### src/inc/csspc_pkg.sv
// package: opcodes, register map, field codes and carriers of the css command block
package csspc_pkg;
  // command opcodes
  localparam logic [7:0] STANDBY_COMMAND = 8'h01;
  localparam logic [7:0] PACKET_KIND_COMMAND = 8'h02;
  localparam logic [7:0] CARRIER_FREQ_COMMAND = 8'h03;
  localparam logic [7:0] BUFFER_BASES_COMMAND = 8'h04;
  localparam logic [7:0] MODULATION_COMMAND = 8'h05;
  localparam logic [7:0] PACKET_FORMAT_COMMAND = 8'h06;
  localparam logic [7:0] REGISTER_WRITE_COMMAND = 8'h07;
  localparam logic [7:0] REGISTER_READ_COMMAND = 8'h08;
  localparam logic [7:0] BUFFER_WRITE_COMMAND = 8'h09;
  localparam logic [7:0] BUFFER_READ_COMMAND = 8'h0a;
  localparam logic [7:0] DIO_IRQ_COMMAND = 8'h0b;
  localparam logic [7:0] IRQ_STATUS_COMMAND = 8'h0c;
  localparam logic [7:0] IRQ_CLEAR_COMMAND = 8'h0d;
  localparam logic [7:0] RX_BUFFER_INFO_COMMAND = 8'h0e;
  localparam logic [7:0] PACKET_STATUS_COMMAND = 8'h0f;
  // register map and reset value
  localparam logic [15:0] ADDR_SF_DEPENDENT_TUNING = 16'h0925;
  localparam logic [15:0] ADDR_FREQ_ERROR_COMP_MODE = 16'h093c;
  localparam logic [15:0] ADDR_SYNC_WORD_HIGH_NIBBLE = 16'h0944;
  localparam logic [15:0] ADDR_SYNC_WORD_LOW_NIBBLE = 16'h0945;
  localparam logic [7:0] RST_TUNING_REG = 8'h00;
  // argument codes
  localparam logic [7:0] CSS_PACKET_KIND = 8'h01;
  localparam logic [7:0] SPREAD_FACTOR_FIVE_CODE = 8'h50;
  localparam logic [7:0] SPREAD_FACTOR_TWELVE_CODE = 8'hc0;
  localparam logic [7:0] WIDEST_BANDWIDTH_CODE = 8'h0a;
  localparam logic [7:0] BW_812_CODE = 8'h18;
  localparam logic [7:0] BW_406_CODE = 8'h26;
  localparam logic [7:0] BW_203_CODE = 8'h34;
  localparam logic [7:0] CR_FIRST_CODE = 8'h01;
  localparam logic [7:0] CR_LONG_FIRST_CODE = 8'h05;
  localparam logic [7:0] LONG_INTERLEAVE_HALF_RATE = 8'h07;
  localparam logic [7:0] HDR_EXPLICIT_CODE = 8'h00;
  localparam logic [7:0] HDR_IMPLICIT_CODE = 8'h80;
  localparam logic [7:0] CRC_ON_CODE = 8'h20;
  localparam logic [7:0] CRC_OFF_CODE = 8'h00;
  localparam logic [7:0] IQ_SWAPPED_CODE = 8'h00;
  localparam logic [7:0] IQ_NORMAL_CODE = 8'h40;
  // pll step is PLL_REF_HZ / 2**PLL_STEP_LOG2 per lsb of the frequency word
  localparam int PLL_REF_HZ = 52000000;
  localparam int PLL_STEP_LOG2 = 18;
  // timing counts in clock cycles
  localparam int CAL_CYCLES = 256;
  localparam int CMD_BUSY_CYCLES = 4;
  // interrupt flag positions
  localparam int IRQ_TX_DONE = 0;
  localparam int IRQ_RX_DONE = 1;
  localparam int IRQ_SYNC_VALID = 2;
  localparam int IRQ_HDR_VALID = 4;
  localparam int IRQ_HDR_ERR = 5;
  localparam int IRQ_CRC_ERR = 6;
  localparam int IRQ_PREAMBLE = 7;
  localparam int IRQ_TIMEOUT = 14;
  // modem events, one-cycle pulses
  typedef struct packed {
    logic tx_done;
    logic rx_done;
    logic pkt_iq_swapped;
    logic sync_valid;
    logic [2:0] sync_code;
    logic hdr_valid;
    logic hdr_err;
    logic crc_err;
    logic preamble;
    logic timeout;
  } csspc_evt_t;
  // modem configuration
  typedef struct packed {
    logic css_packet_kind;
    logic [23:0] carrier_freq_word;
    logic [7:0] tx_buffer_base;
    logic [7:0] rx_buffer_base;
    logic [3:0] spread_factor;
    logic [1:0] bw_index;
    logic [2:0] coding_rate;
    logic long_interleave;
    logic cr_in_header;
    logic scramble;
    logic [18:0] preamble_syms;
    logic implicit_hdr;
    logic [7:0] payload_len;
    logic crc_on;
    logic iq_swapped;
    logic mod_err;
    logic fmt_err;
  } csspc_cfg_t;
endpackage

### src/hw/csspc_core.sv
`timescale 1ns/1ps
// css modem command interpreter: configuration, status, irq/dio and data buffer
module csspc_core #(
  parameter int BUF_DEPTH = 256,
  parameter int CAL_LEN = csspc_pkg::CAL_CYCLES,
  parameter int CMD_BUSY_LEN = csspc_pkg::CMD_BUSY_CYCLES
) (
  // clock and reset
  input wire logic clock,
  input wire logic sys_rst,
  // host command port
  input wire logic cmd_frame,
  input wire logic cmd_byte_valid,
  input wire logic [7:0] cmd_byte,
  output logic [7:0] rsp_byte,
  output logic busy,
  // modem side
  input wire csspc_pkg::csspc_evt_t evt,
  input wire logic [7:0] rssi_sync,
  input wire logic rx_wr_valid,
  input wire logic [7:0] rx_wr_data,
  input wire logic tx_rd_req,
  input wire logic [7:0] tx_rd_idx,
  output logic [7:0] tx_rd_data,
  // configuration and status
  output csspc_pkg::csspc_cfg_t cfg,
  output logic [7:0] sf_dependent_tuning,
  output logic [7:0] freq_error_comp_mode,
  output logic [7:0] sync_word,
  output logic [2:0] dio,
  output logic tx_complete_flag,
  output logic [2:0] matched_sync_index
);
  import csspc_pkg::*;

  localparam int AW = $clog2(BUF_DEPTH);
  typedef enum logic [1:0] {ST_CAL = 2'b00, ST_READY = 2'b01, ST_BUSY = 2'b10} csspc_state_t;

  csspc_state_t state_ff, nxt_state;
  logic [15:0] cnt_ff, nxt_cnt;
  logic busy_ff, frame_q_ff, frame_ok_ff, frame_ok, frame_rise, take, frame_end;
  logic [7:0] idx_ff, opcode_ff, op, pos, status_byte, rsp_ff, nxt_rsp, reg_rd;
  logic [7:0] arg_ff [1:8];
  logic [15:0] ptr_ff;
  logic [7:0] mem [0:BUF_DEPTH-1];
  logic [7:0] sf_dependent_tuning_ff, freq_error_comp_mode_ff;
  logic [7:0] sync_word_high_nibble_ff, sync_word_low_nibble_ff;
  logic [15:0] irq_flags_ff, irq_en_ff, irq_raw, irq_set, irq_clr, nxt_irq_flags;
  logic [15:0] dio_map_ff [0:2];
  logic [2:0] dio_ff, matched_sync_index_ff;
  logic tx_complete_flag_ff, rx_accept;
  logic [7:0] rx_cnt_ff, rx_payload_size_ff, rx_payload_start_ff, tx_rd_data_ff;
  csspc_cfg_t cfg_ff;
  logic sf_ok, bw_ok, cr_ok, fmt_ok;
  logic [1:0] bw_idx;

  // outputs straight from flops
  assign rsp_byte = rsp_ff;
  assign busy = busy_ff;
  assign tx_rd_data = tx_rd_data_ff;
  assign cfg = cfg_ff;
  assign sf_dependent_tuning = sf_dependent_tuning_ff;
  assign freq_error_comp_mode = freq_error_comp_mode_ff;
  assign sync_word = {sync_word_high_nibble_ff[7:4], sync_word_low_nibble_ff[7:4]};
  assign dio = dio_ff;
  assign tx_complete_flag = tx_complete_flag_ff;
  assign matched_sync_index = matched_sync_index_ff;

  // a frame opened while busy is ignored whole, so half commands never execute
  assign frame_rise = cmd_frame & ~frame_q_ff;
  assign frame_ok = frame_rise ? (state_ff == ST_READY) : frame_ok_ff;
  assign take = cmd_byte_valid & cmd_frame & frame_ok;
  assign frame_end = frame_q_ff & ~cmd_frame & frame_ok_ff & (idx_ff != 8'h00);
  assign op = (idx_ff == 8'h00) ? cmd_byte : opcode_ff;
  assign pos = idx_ff + 8'h01;
  assign status_byte = {5'h00, 2'(state_ff), cfg_ff.mod_err | cfg_ff.fmt_err};

  // power-up calibration, then rc standby; busy after each command
  always_comb begin
    nxt_state = state_ff;
    nxt_cnt = cnt_ff + 16'h0001;
    unique case (state_ff)
      ST_CAL: if (cnt_ff == 16'(CAL_LEN - 1)) nxt_state = ST_READY;
      ST_READY: begin
        nxt_cnt = 16'h0000;
        if (frame_end) nxt_state = ST_BUSY;
      end
      ST_BUSY: if (cnt_ff == 16'(CMD_BUSY_LEN - 1)) nxt_state = ST_READY;
      default: nxt_state = ST_CAL;
    endcase
  end

  always_ff @(posedge clock) begin
    if (sys_rst) begin
      state_ff <= ST_CAL;
      cnt_ff <= 16'h0000;
      busy_ff <= 1'b1;
    end else begin
      state_ff <= nxt_state;
      cnt_ff <= nxt_cnt;
      busy_ff <= (nxt_state != ST_READY);
    end
  end

  // byte position and argument capture
  always_ff @(posedge clock) begin
    if (sys_rst) begin
      frame_q_ff <= 1'b0;
      frame_ok_ff <= 1'b0;
      idx_ff <= 8'h00;
      opcode_ff <= 8'h00;
      for (int i = 1; i <= 8; i++) arg_ff[i] <= 8'h00;
    end else begin
      frame_q_ff <= cmd_frame;
      frame_ok_ff <= cmd_frame & frame_ok;
      if (!cmd_frame) idx_ff <= 8'h00;
      else if (take && idx_ff != 8'hff) idx_ff <= pos;
      if (take && idx_ff == 8'h00) opcode_ff <= cmd_byte;
      if (take && idx_ff >= 8'h01 && idx_ff <= 8'h08) arg_ff[idx_ff[3:0]] <= cmd_byte;
    end
  end

  // argument checks
  assign sf_ok = (arg_ff[1][3:0] == 4'h0) && (arg_ff[1] >= SPREAD_FACTOR_FIVE_CODE) &&
                 (arg_ff[1] <= SPREAD_FACTOR_TWELVE_CODE);
  assign cr_ok = (arg_ff[3] >= CR_FIRST_CODE) && (arg_ff[3] <= LONG_INTERLEAVE_HALF_RATE);
  assign fmt_ok = (arg_ff[1][3:0] != 4'h0) && (arg_ff[1][7:4] != 4'h0) &&
                  (arg_ff[2] == HDR_EXPLICIT_CODE || arg_ff[2] == HDR_IMPLICIT_CODE) &&
                  (arg_ff[3] != 8'h00) &&
                  (arg_ff[4] == CRC_ON_CODE || arg_ff[4] == CRC_OFF_CODE) &&
                  (arg_ff[5] == IQ_SWAPPED_CODE || arg_ff[5] == IQ_NORMAL_CODE);

  always_comb begin
    bw_ok = 1'b1;
    bw_idx = 2'h0;
    case (arg_ff[2])
      WIDEST_BANDWIDTH_CODE: bw_idx = 2'h0;
      BW_812_CODE: bw_idx = 2'h1;
      BW_406_CODE: bw_idx = 2'h2;
      BW_203_CODE: bw_idx = 2'h3;
      default: bw_ok = 1'b0;
    endcase
  end

  // configuration commands take effect when the frame closes
  always_ff @(posedge clock) begin
    if (sys_rst) begin
      cfg_ff <= '0;
    end else if (frame_end) begin
      case (opcode_ff)
        PACKET_KIND_COMMAND: cfg_ff.css_packet_kind <= (arg_ff[1] == CSS_PACKET_KIND);
        CARRIER_FREQ_COMMAND: cfg_ff.carrier_freq_word <= {arg_ff[1], arg_ff[2], arg_ff[3]};
        BUFFER_BASES_COMMAND: begin
          cfg_ff.tx_buffer_base <= arg_ff[1];
          cfg_ff.rx_buffer_base <= arg_ff[2];
        end
        MODULATION_COMMAND: begin
          cfg_ff.mod_err <= !(sf_ok && bw_ok && cr_ok);
          if (sf_ok && bw_ok && cr_ok) begin
            cfg_ff.spread_factor <= arg_ff[1][7:4];
            cfg_ff.bw_index <= bw_idx;
            cfg_ff.coding_rate <= arg_ff[3][2:0];
            // long interleave keeps the fec, signals cr in header, scrambles; implicit header allowed
            cfg_ff.long_interleave <= (arg_ff[3] >= CR_LONG_FIRST_CODE);
            cfg_ff.cr_in_header <= (arg_ff[3] >= CR_LONG_FIRST_CODE);
            cfg_ff.scramble <= 1'b1;
          end
        end
        PACKET_FORMAT_COMMAND: begin
          cfg_ff.fmt_err <= !fmt_ok;
          if (fmt_ok) begin
            cfg_ff.preamble_syms <= 19'(arg_ff[1][3:0]) << arg_ff[1][7:4];
            cfg_ff.implicit_hdr <= (arg_ff[2] == HDR_IMPLICIT_CODE);
            cfg_ff.payload_len <= arg_ff[3];
            cfg_ff.crc_on <= (arg_ff[4] == CRC_ON_CODE);
            cfg_ff.iq_swapped <= (arg_ff[5] == IQ_SWAPPED_CODE);
          end
        end
        default: ;
      endcase
    end
  end

  // register/buffer pointer, auto-incremented per data byte
  always_ff @(posedge clock) begin
    if (sys_rst) begin
      ptr_ff <= 16'h0000;
    end else if (take) begin
      if ((op == REGISTER_WRITE_COMMAND || op == REGISTER_READ_COMMAND) && idx_ff == 8'h01) ptr_ff[15:8] <= cmd_byte;
      else if ((op == REGISTER_WRITE_COMMAND || op == REGISTER_READ_COMMAND) && idx_ff == 8'h02)
        ptr_ff[7:0] <= cmd_byte;
      else if ((op == BUFFER_WRITE_COMMAND || op == BUFFER_READ_COMMAND) && idx_ff == 8'h01) ptr_ff <= {8'h00, cmd_byte};
      else if (((op == REGISTER_WRITE_COMMAND || op == REGISTER_READ_COMMAND) && idx_ff >= 8'h03) ||
               ((op == BUFFER_WRITE_COMMAND || op == BUFFER_READ_COMMAND) && idx_ff >= 8'h02))
        ptr_ff <= (op == BUFFER_WRITE_COMMAND || op == BUFFER_READ_COMMAND) ?
                  {8'h00, 8'(ptr_ff[7:0] + 8'h01)} : ptr_ff + 16'h0001;
    end
  end

  // tuning registers keep all eight bits so host read-modify-write works
  always_ff @(posedge clock) begin
    if (sys_rst) begin
      sf_dependent_tuning_ff <= RST_TUNING_REG;
      freq_error_comp_mode_ff <= RST_TUNING_REG;
      sync_word_high_nibble_ff <= RST_TUNING_REG;
      sync_word_low_nibble_ff <= RST_TUNING_REG;
    end else if (take && opcode_ff == REGISTER_WRITE_COMMAND && idx_ff >= 8'h03) begin
      case (ptr_ff)
        ADDR_SF_DEPENDENT_TUNING: sf_dependent_tuning_ff <= cmd_byte;
        ADDR_FREQ_ERROR_COMP_MODE: freq_error_comp_mode_ff <= cmd_byte;
        ADDR_SYNC_WORD_HIGH_NIBBLE: sync_word_high_nibble_ff <= cmd_byte;
        ADDR_SYNC_WORD_LOW_NIBBLE: sync_word_low_nibble_ff <= cmd_byte;
        default: ;
      endcase
    end
  end

  always_comb begin
    case (ptr_ff)
      ADDR_SF_DEPENDENT_TUNING: reg_rd = sf_dependent_tuning_ff;
      ADDR_FREQ_ERROR_COMP_MODE: reg_rd = freq_error_comp_mode_ff;
      ADDR_SYNC_WORD_HIGH_NIBBLE: reg_rd = sync_word_high_nibble_ff;
      ADDR_SYNC_WORD_LOW_NIBBLE: reg_rd = sync_word_low_nibble_ff;
      default: reg_rd = 8'h00;
    endcase
  end

  // data buffer: host writes and modem receive stream; no reset on storage
  always_ff @(posedge clock) begin
    if (take && opcode_ff == BUFFER_WRITE_COMMAND && idx_ff >= 8'h02) mem[AW'(ptr_ff[7:0])] <= cmd_byte;
    if (rx_wr_valid) mem[AW'(8'(cfg_ff.rx_buffer_base + rx_cnt_ff))] <= rx_wr_data;
  end

  // modem transmit fetch, relative to the tx base
  always_ff @(posedge clock) begin
    if (sys_rst) tx_rd_data_ff <= 8'h00;
    else if (tx_rd_req) tx_rd_data_ff <= mem[AW'(8'(cfg_ff.tx_buffer_base + tx_rd_idx))];
  end

  // receive bookkeeping; a packet with the other iq sense is dropped
  assign rx_accept = evt.rx_done & (evt.pkt_iq_swapped == cfg_ff.iq_swapped);
  always_ff @(posedge clock) begin
    if (sys_rst) begin
      rx_cnt_ff <= 8'h00;
      rx_payload_size_ff <= 8'h00;
      rx_payload_start_ff <= 8'h00;
    end else begin
      if (evt.rx_done) rx_cnt_ff <= 8'h00;
      else if (rx_wr_valid) rx_cnt_ff <= rx_cnt_ff + 8'h01;
      if (rx_accept) begin
        rx_payload_size_ff <= rx_cnt_ff + {7'h00, rx_wr_valid};
        rx_payload_start_ff <= cfg_ff.rx_buffer_base;
      end
    end
  end

  // interrupt flags: set wins over a clear in the same cycle
  always_comb begin
    irq_raw = 16'h0000;
    irq_raw[IRQ_TX_DONE] = evt.tx_done;
    irq_raw[IRQ_RX_DONE] = rx_accept;
    irq_raw[IRQ_SYNC_VALID] = evt.sync_valid;
    irq_raw[IRQ_HDR_VALID] = evt.hdr_valid;
    irq_raw[IRQ_HDR_ERR] = evt.hdr_err;
    irq_raw[IRQ_CRC_ERR] = evt.crc_err;
    irq_raw[IRQ_PREAMBLE] = evt.preamble;
    irq_raw[IRQ_TIMEOUT] = evt.timeout;
  end
  assign irq_set = irq_raw & irq_en_ff;
  assign irq_clr = (frame_end && opcode_ff == IRQ_CLEAR_COMMAND) ? {arg_ff[1], arg_ff[2]} : 16'h0000;
  assign nxt_irq_flags = (irq_flags_ff & ~irq_clr) | irq_set;

  always_ff @(posedge clock) begin
    if (sys_rst) begin
      irq_flags_ff <= 16'h0000;
      irq_en_ff <= 16'h0000;
      for (int i = 0; i < 3; i++) dio_map_ff[i] <= 16'h0000;
    end else begin
      irq_flags_ff <= nxt_irq_flags;
      if (frame_end && opcode_ff == DIO_IRQ_COMMAND) begin
        irq_en_ff <= {arg_ff[1], arg_ff[2]};
        dio_map_ff[0] <= {arg_ff[3], arg_ff[4]};
        dio_map_ff[1] <= {arg_ff[5], arg_ff[6]};
        dio_map_ff[2] <= {arg_ff[7], arg_ff[8]};
      end
    end
  end

  // each dio is the or of its mapped flags, from next flag values
  for (genvar g = 0; g < 3; g++) begin : g_dio
    always_ff @(posedge clock) begin
      if (sys_rst) dio_ff[g] <= 1'b0;
      else dio_ff[g] <= |(nxt_irq_flags & dio_map_ff[g]);
    end
  end

  // packet status bits
  always_ff @(posedge clock) begin
    if (sys_rst) begin
      tx_complete_flag_ff <= 1'b0;
      matched_sync_index_ff <= 3'h0;
    end else begin
      if (evt.tx_done) tx_complete_flag_ff <= 1'b1;
      else if (irq_clr[IRQ_TX_DONE]) tx_complete_flag_ff <= 1'b0;
      if (evt.sync_valid) matched_sync_index_ff <= evt.sync_code;
    end
  end

  // response byte for the next position of the frame
  always_comb begin
    nxt_rsp = status_byte;
    case (op)
      IRQ_STATUS_COMMAND: if (pos == 8'h01) nxt_rsp = irq_flags_ff[15:8];
                          else if (pos == 8'h02) nxt_rsp = irq_flags_ff[7:0];
      RX_BUFFER_INFO_COMMAND: if (pos == 8'h01) nxt_rsp = rx_payload_size_ff;
                              else if (pos == 8'h02) nxt_rsp = rx_payload_start_ff;
      PACKET_STATUS_COMMAND: if (pos == 8'h01) nxt_rsp = rssi_sync;
                             else if (pos == 8'h03) nxt_rsp = {7'h00, tx_complete_flag_ff};
                             else if (pos == 8'h04) nxt_rsp = {5'h00, matched_sync_index_ff};
                             else if (pos == 8'h02 || pos == 8'h05) nxt_rsp = 8'h00;
      REGISTER_READ_COMMAND: if (pos >= 8'h04) nxt_rsp = reg_rd;
      BUFFER_READ_COMMAND: if (pos >= 8'h03) nxt_rsp = mem[AW'(ptr_ff[7:0])];
      default: ;
    endcase
  end

  always_ff @(posedge clock) begin
    if (sys_rst) rsp_ff <= 8'h00;
    else if (!cmd_frame) rsp_ff <= status_byte;
    else if (take) rsp_ff <= nxt_rsp;
  end

  // checks
  a_tx_done_flag: assert property (@(posedge clock) disable iff (sys_rst)
    evt.tx_done |=> tx_complete_flag_ff) else $error("tx complete flag not set");
  a_sync_index_latch: assert property (@(posedge clock) disable iff (sys_rst)
    evt.sync_valid |=> matched_sync_index_ff == $past(evt.sync_code)) else $error("sync index wrong");
  a_irq_clear_exact: assert property (@(posedge clock) disable iff (sys_rst)
    (irq_clr != 16'h0000) |=> ((irq_flags_ff & $past(irq_clr) & ~$past(irq_set)) == 16'h0000) &&
    ((irq_flags_ff & ~$past(irq_clr)) == (($past(irq_flags_ff) | $past(irq_set)) & ~$past(irq_clr))))
    else $error("irq clear touched wrong flags");
  a_dio_low_clear: assert property (@(posedge clock) disable iff (sys_rst)
    (irq_flags_ff == 16'h0000) |-> (dio_ff == 3'b000)) else $error("dio high with no flags");
  a_rx_info_start: assert property (@(posedge clock) disable iff (sys_rst)
    rx_accept |=> rx_payload_start_ff == $past(cfg_ff.rx_buffer_base)) else $error("rx start wrong");
  a_cal_busy_hold: assert property (@(posedge clock)
    $fell(sys_rst) |-> busy_ff [*8]) else $error("busy dropped during calibration");
  a_cal_busy_end: assert property (@(posedge clock) disable iff (sys_rst)
    (state_ff == ST_CAL && cnt_ff == 16'(CAL_LEN - 1)) |=> !busy_ff) else $error("busy stuck after calibration");
  a_sf_code_map: assert property (@(posedge clock) disable iff (sys_rst)
    (frame_end && opcode_ff == MODULATION_COMMAND && sf_ok && bw_ok && cr_ok) |=>
    cfg_ff.spread_factor == $past(arg_ff[1][7:4]) && cfg_ff.spread_factor >= 4'h5 && cfg_ff.spread_factor <= 4'hc)
    else $error("spreading factor not taken");
  a_bw_narrow_code: assert property (@(posedge clock) disable iff (sys_rst)
    (frame_end && opcode_ff == MODULATION_COMMAND && sf_ok && cr_ok && arg_ff[2] == BW_203_CODE) |=>
    cfg_ff.bw_index == 2'h3 && !cfg_ff.mod_err) else $error("bandwidth code wrong");
  a_cr_invalid: assert property (@(posedge clock) disable iff (sys_rst)
    (frame_end && opcode_ff == MODULATION_COMMAND && (arg_ff[3] == 8'h00 || arg_ff[3] > 8'h07)) |=>
    cfg_ff.mod_err && $stable(cfg_ff.coding_rate)) else $error("bad coding rate accepted");
  a_preamble_len: assert property (@(posedge clock) disable iff (sys_rst)
    (frame_end && opcode_ff == PACKET_FORMAT_COMMAND && fmt_ok) |=>
    cfg_ff.preamble_syms == (19'($past(arg_ff[1][3:0])) << $past(arg_ff[1][7:4]))) else $error("preamble wrong");
  a_iq_reject: assert property (@(posedge clock) disable iff (sys_rst)
    (evt.rx_done && evt.pkt_iq_swapped != cfg_ff.iq_swapped && !irq_flags_ff[IRQ_RX_DONE]) |=>
    !irq_flags_ff[IRQ_RX_DONE]) else $error("iq mismatched packet detected");
endmodule

### config.mk
export PLATFORM = sky130hd
export DESIGN_NAME = csspc_core
export DESIGN_NICKNAME = d
export VERILOG_FILES = /design/src/inc/csspc_pkg.sv /design/src/hw/csspc_core.sv
export SDC_FILE = /design/constraint.sdc
export NUM_CORES = 2
export LEC_CHECK = 0
export BUFFER_PORTS_ARGS = -buffer_cell sky130_fd_sc_hd__buf_2
export CELL_PAD_IN_SITES_DETAIL_PLACEMENT = 1
export CELL_PAD_IN_SITES_GLOBAL_PLACEMENT = 2
export CORE_MARGIN = 2
export CORE_UTILIZATION = 40
export DETAILED_ROUTE_END_ITERATION = 10
export PLACE_DENSITY = 0.74
export RECOVER_POWER = 25
export SLEW_MARGIN = 0
export SYNTH_ARGS = -nofsm -noshare
export SYNTH_HDL_FRONTEND = slang
export SYNTH_SLANG_ARGS = --single-unit
### constraint.sdc
create_clock -name clock -period 3.5 [get_ports clock]
set_clock_uncertainty 0.1 [all_clocks]
set_input_delay 0.35 -clock clock [delete_from_list [all_inputs] [get_ports clock]]
set_output_delay 0.35 -clock clock [all_outputs]
set_load 0.005 [all_outputs]
==> results.txt <==
----------------------------------------------------
[Outcome]
  Result of the run ... finished, violations left
  Violated checks ... max-capacitance violations, max-slew violations, negative setup slack

[Synth]
  Synthesized netlist cell count ... 9793
  Number of synthesized flops with an enable pin ... 2160
  Post-synthesis average cell area ... 14.26 µm²
  Post-synthesis net count ... 9873
  Number of distinct standard cells referenced by the synthesized netlist ... 97
  Count of synthesis-stage warnings from yosys ... 0
  Top FF cell, synth ... sky130_fd_sc_hd__edfxtp_1
  Register bit total from synthesis ... 2408
  Post-synthesis sequential area ratio ... 50.00%
  Syn Std Cell Area ... 139700 µm²
  Share of synthesized registers carrying an async set or reset ... 0%

[Placement]
  Buffers added on ports ... 182
  Number of cells after detailed placement ... 15110
  Routability-driven placement congestion ratio ... 0.9778
  Half-perimeter wire length after detailed placement ... 422.5 mm

[Clock tree]
  # clock sinks ... 2408
  Worst skew pair latency ... 0.99 ns
  Maximum level of the CTS H-tree ... 5
  TritonCTS clock tree ... done
  Max Buffers Root-to-Sink ... 4
  Clock Tree Root ... sky130_fd_sc_hd__clkbuf_16
  Clock slew seen by the registers of the worst setup and hold paths ... 0.06 ns
  Number of buffers created by CTS ... 288

[Final layout]
  Non-filler cells, final ... 15910
  Fraction of final layout cells sized beyond drive strength 1 ... 52.39%
  Most used cells in the layout excluding fill and tap cells ... sky130_fd_sc_hd__edfxtp_1 (2160), sky130_fd_sc_hd__mux2_2 (1870), sky130_fd_sc_hd__buf_4 (1213), sky130_fd_sc_hd__mux4_2 (995), sky130_fd_sc_hd__nand2_1 (735)
  Fillcell total ... 33320
  Final Net Count ... 11150
  Share of the core filled with cells in the final layout ... 50.68%
  Area of the multi-input gates ... 68760 µm²
  Area growth from synthesis to layout ... 25.81%
  Most frequent standard cell in the layout excluding fill and tap cells ... sky130_fd_sc_hd__edfxtp_1
  Register area ... 69850 µm²

[STA]
  Final Hold Violating Endpoints ... 0
  Setup repair after global routing missed its margin ... true
  Worst setup slack after layout ... -0.5826 ns
  Actual transition at the worst max-transition pin ... 2.016 ns
  Worst slew slack as a fraction of its limit ... -34.40%
  Worst hold margin ... 0.03552 ns
  Final period util ... 116.6%
  Pins Over Slew Limit ... 114
  Fin Setup TNS ... -905.73 ns
  Final setup violation count ... 4081
  Highest clock frequency the design can meet ... 244.9 MHz
  Post-route minimum period ... 4.083 ns

[Die]
  Die outline height ... 594.9 µm
  Effective utilization at floorplan ... 40.28%
  Row Count ... 216
  Area enclosed by the die boundary ... 353900 µm²
  Std-Cell Core Area ... 346700 µm²
  Die width ... 594.9 µm
  Top-level port count ... 183

[Worst setup path]
  CP startpoint kind ... flip-flop
  Arrival time of the worst setup path ... 4.86 ns
  Type of destination of the critical path ... flip-flop
  Required time at the worst-slack endpoint ... 4.27 ns
  Largest fanout on the critical path ... 6
  Largest stage delay, worst path ... 0.76 ns
  Most frequent CP cell ... sky130_fd_sc_hd__buf_12
  Cell type of the slowest stage on the worst timing path ... sky130_fd_sc_hd__fa_4
  Cells traversed along the worst timing path ... ha_4 > fa_4 > buf_12 > buf_12 > buf_12 > buf_8 > mux4_2 > nand2_2 > a32oi_1 > buf_4 > nand4_1 > nand3_2 > nand4_1 > buf_4 > o211ai_1
  Launching element of the worst setup path ... cfg[52]
  Crit Path Category ... reg2reg
  Reg-to-Reg Start ... cfg[52]

[Global route]
  Global-route usage over all layers ... 34.21%
  Met3 track utilization from global routing ... 9.328%
  Antenna violations before repair ... 39
  Most Crowded Layer GR ... met2
  Number of global-route vias before repair ... 107800
  Met2 global-route usage ... 51.88%
  Gr ovfl total ... 0
  Global-route wire length before repair ... 862.1 mm
  Largest net degree at the start of global routing ... 161
  Met1 track utilization from global routing ... 44.03%

[Power]
  Static Leak ... 59.46 nW
  Internal portion of total power ... 51.11 mW
  Pwr/cell area ... 385.8 nW/µm²
  Combinational group share of total power ... 8.5%
  Switching fraction of total power ... 24.60%
  Power share of the clock group ... 45.2%
  Worst vdd ir ... 303.2 µV
  Reg power frac ... 46.4%
  Net switching component of the power ... 16.68 mW

[Drt]
  Wire length per cell ... 39.43 µm
  First-pass DRT Iterations ... 8
  DR vias/cell ... 6.718
  Total wire length after detailed routing ... 627.2 mm
  Count of vias placed by the detailed router ... 106900
  # DRC ... 0
  Count of nets left with antenna violations after detail routing ... 0
  Detailed router's first-iteration violation count ... 14800

[Worst hold path]
  Hold Path Class ... in2reg
  Min-Delay Startpoint ... rx_wr_data[6]

[Run]
  Max-Cap Viols ... 2

----------------------------------------------------
through the flow:
stage	power, mW	worst slack [ns]	instance area [µm²]
4_1_cts	67.69	-0.3851	172600
2_1_floorplan	34.93	-0.1253	140100
3_5_place_dp	37.20	-0.8206	159700
3_3_place_gp	37.06	-0.8254	159700
6_report	67.79	-0.5826	175700
5_1_grt	69.05	-0.4986	175700
sequential cells by signal, summed over array words and instances, names as in the netlist, 2 cells and up, named ones only:
signal                    count
mem                        2048
cfg                          84
arg_ff                       64
dio_map_ff                   48
cnt_ff                       16
irq_flags_ff                 16
ptr_ff                       16
freq_error_comp_mode          8
idx_ff                        8
irq_en_ff                     8
opcode_ff                     8
rsp_byte                      8
rx_cnt_ff                     8
rx_payload_size_ff            8
rx_payload_start_ff           8
sf_dependent_tuning           8
sync_word_high_nibble_ff      8
sync_word_low_nibble_ff       8
tx_rd_data                    8
dio                           3
matched_sync_index            3
state_ff                      2
critical path: cells and delay by family, from the launching register on:
family	cells	cell delay, ns
buf+inv	6	1.02
fa+ha+maj	2	0.92
simple gates	4	1.11
flops	1	0.33
compound gates	2	0.30
mux	1	0.19
worst paths after layout:
| path | to | slack [ns] | cells after the start |
|---|---|---|---|
| max | tx_rd_data[2] | -0.58 | 15 |
| min | mem[5][6] | 0.04 | 2 |
| max reg2reg | tx_rd_data[2] | -0.58 | 15 |
| min reg2reg | cfg[26] | 0.35 | 2 |
area by class of cell:
cell class | instances | area share [%]
Antenna cell | 31 | 0.04415
Clock buffer | 377 | 4.496
Clock inverter | 143 | 0.7797
Inverter | 25 | 0.05412
Multi-Input combinational cell | 6293 | 39.13
Sequential cell | 2408 | 39.75
Tap cell | 4578 | 3.260
Timing Repair Buffer | 2052 | 12.48
kinds of logic (layout without fill, tap and decap cells):
group	count (synthesis)	after routing	share of synthesized area [%]
xor+xnor	59	59	0.3754
other cells	0	31	0
flops	2408	2408	50.00
fa+ha+maj	30	30	0.2795
compound gates	1193	1193	5.913
mux	3264	3264	34.12
simple gates	1746	1747	6.049
buf+inv	1093	2597	3.264
power groups by stage:
stage               Combinational [mW]  Sequential (mW)  Clock (mW)
floorplan                         2.94             32.0           0
global placement                  5.03             32.0           0
detailed placement                5.17             32.0           0
CTS                               5.48             31.4        30.8
global route                      5.87             31.4        31.8
finish                            5.75             31.4        30.6
cell usage after synthesis, types with 18 or more instances:
library cell               number  area (µm²)
sky130_fd_sc_hd__a211oi_1      23       172.7
sky130_fd_sc_hd__a21oi_1      225        1126
sky130_fd_sc_hd__a221oi_1     119        1042
sky130_fd_sc_hd__a22o_1        63       551.8
sky130_fd_sc_hd__a22oi_1      134        1006
sky130_fd_sc_hd__a31oi_1       20       125.1
sky130_fd_sc_hd__a32o_1        19       190.2
sky130_fd_sc_hd__a32oi_1       41       359.1
sky130_fd_sc_hd__and2_1        86       538.0
sky130_fd_sc_hd__and3_1        83       519.3
sky130_fd_sc_hd__buf_1         37       138.9
sky130_fd_sc_hd__buf_2        149       745.7
sky130_fd_sc_hd__buf_4         41       307.8
sky130_fd_sc_hd__clkbuf_1     824        3093
sky130_fd_sc_hd__dfxtp_1      248        4965
sky130_fd_sc_hd__edfxtp_1    2160       64860
sky130_fd_sc_hd__ha_1          28       350.3
sky130_fd_sc_hd__inv_1         21       78.83
sky130_fd_sc_hd__mux2_1        22       247.7
sky130_fd_sc_hd__mux2_2      2007       22600
sky130_fd_sc_hd__mux2i_1      240        2402
sky130_fd_sc_hd__mux4_2       995       22410
sky130_fd_sc_hd__nand2_1      793        2977
sky130_fd_sc_hd__nand3_1      207        1036
sky130_fd_sc_hd__nand4_1       35       219.0
sky130_fd_sc_hd__nor2_1       214       803.3
sky130_fd_sc_hd__nor2_2        98       613.1
sky130_fd_sc_hd__nor2b_1       27       168.9
sky130_fd_sc_hd__nor3_1        49       245.2
sky130_fd_sc_hd__nor3_2        18       180.2
sky130_fd_sc_hd__nor4_1        29       181.4
sky130_fd_sc_hd__o211ai_1      19       142.6
sky130_fd_sc_hd__o21ai_0      211        1056
sky130_fd_sc_hd__o21bai_1      31       232.7
sky130_fd_sc_hd__o221ai_1      29       254.0
sky130_fd_sc_hd__o22ai_1      137       857.1
sky130_fd_sc_hd__or3_1         23       143.9
sky130_fd_sc_hd__xnor2_1       27       236.5
sky130_fd_sc_hd__xor2_1        31       271.5
repair_timing:
item | in CTS | in global routing
endpoints found under the setup margin | 4080 | 4088
gates cloned | 12 | 19
hold endpoints to repair | 211 | 0
hold buffers | 34 | 0
buffers inserted | 117 | 79
pin swaps | 87 | 89
gates resized for setup | 366 | 470
per-layer routing:
layer,wire [µm],vias up
met4,42620,42
met1,231400,56350
met3,72710,1608
li1,-,41800
met2,280000,7058
met5,458,-
Power figures use the tool's default switching activity.
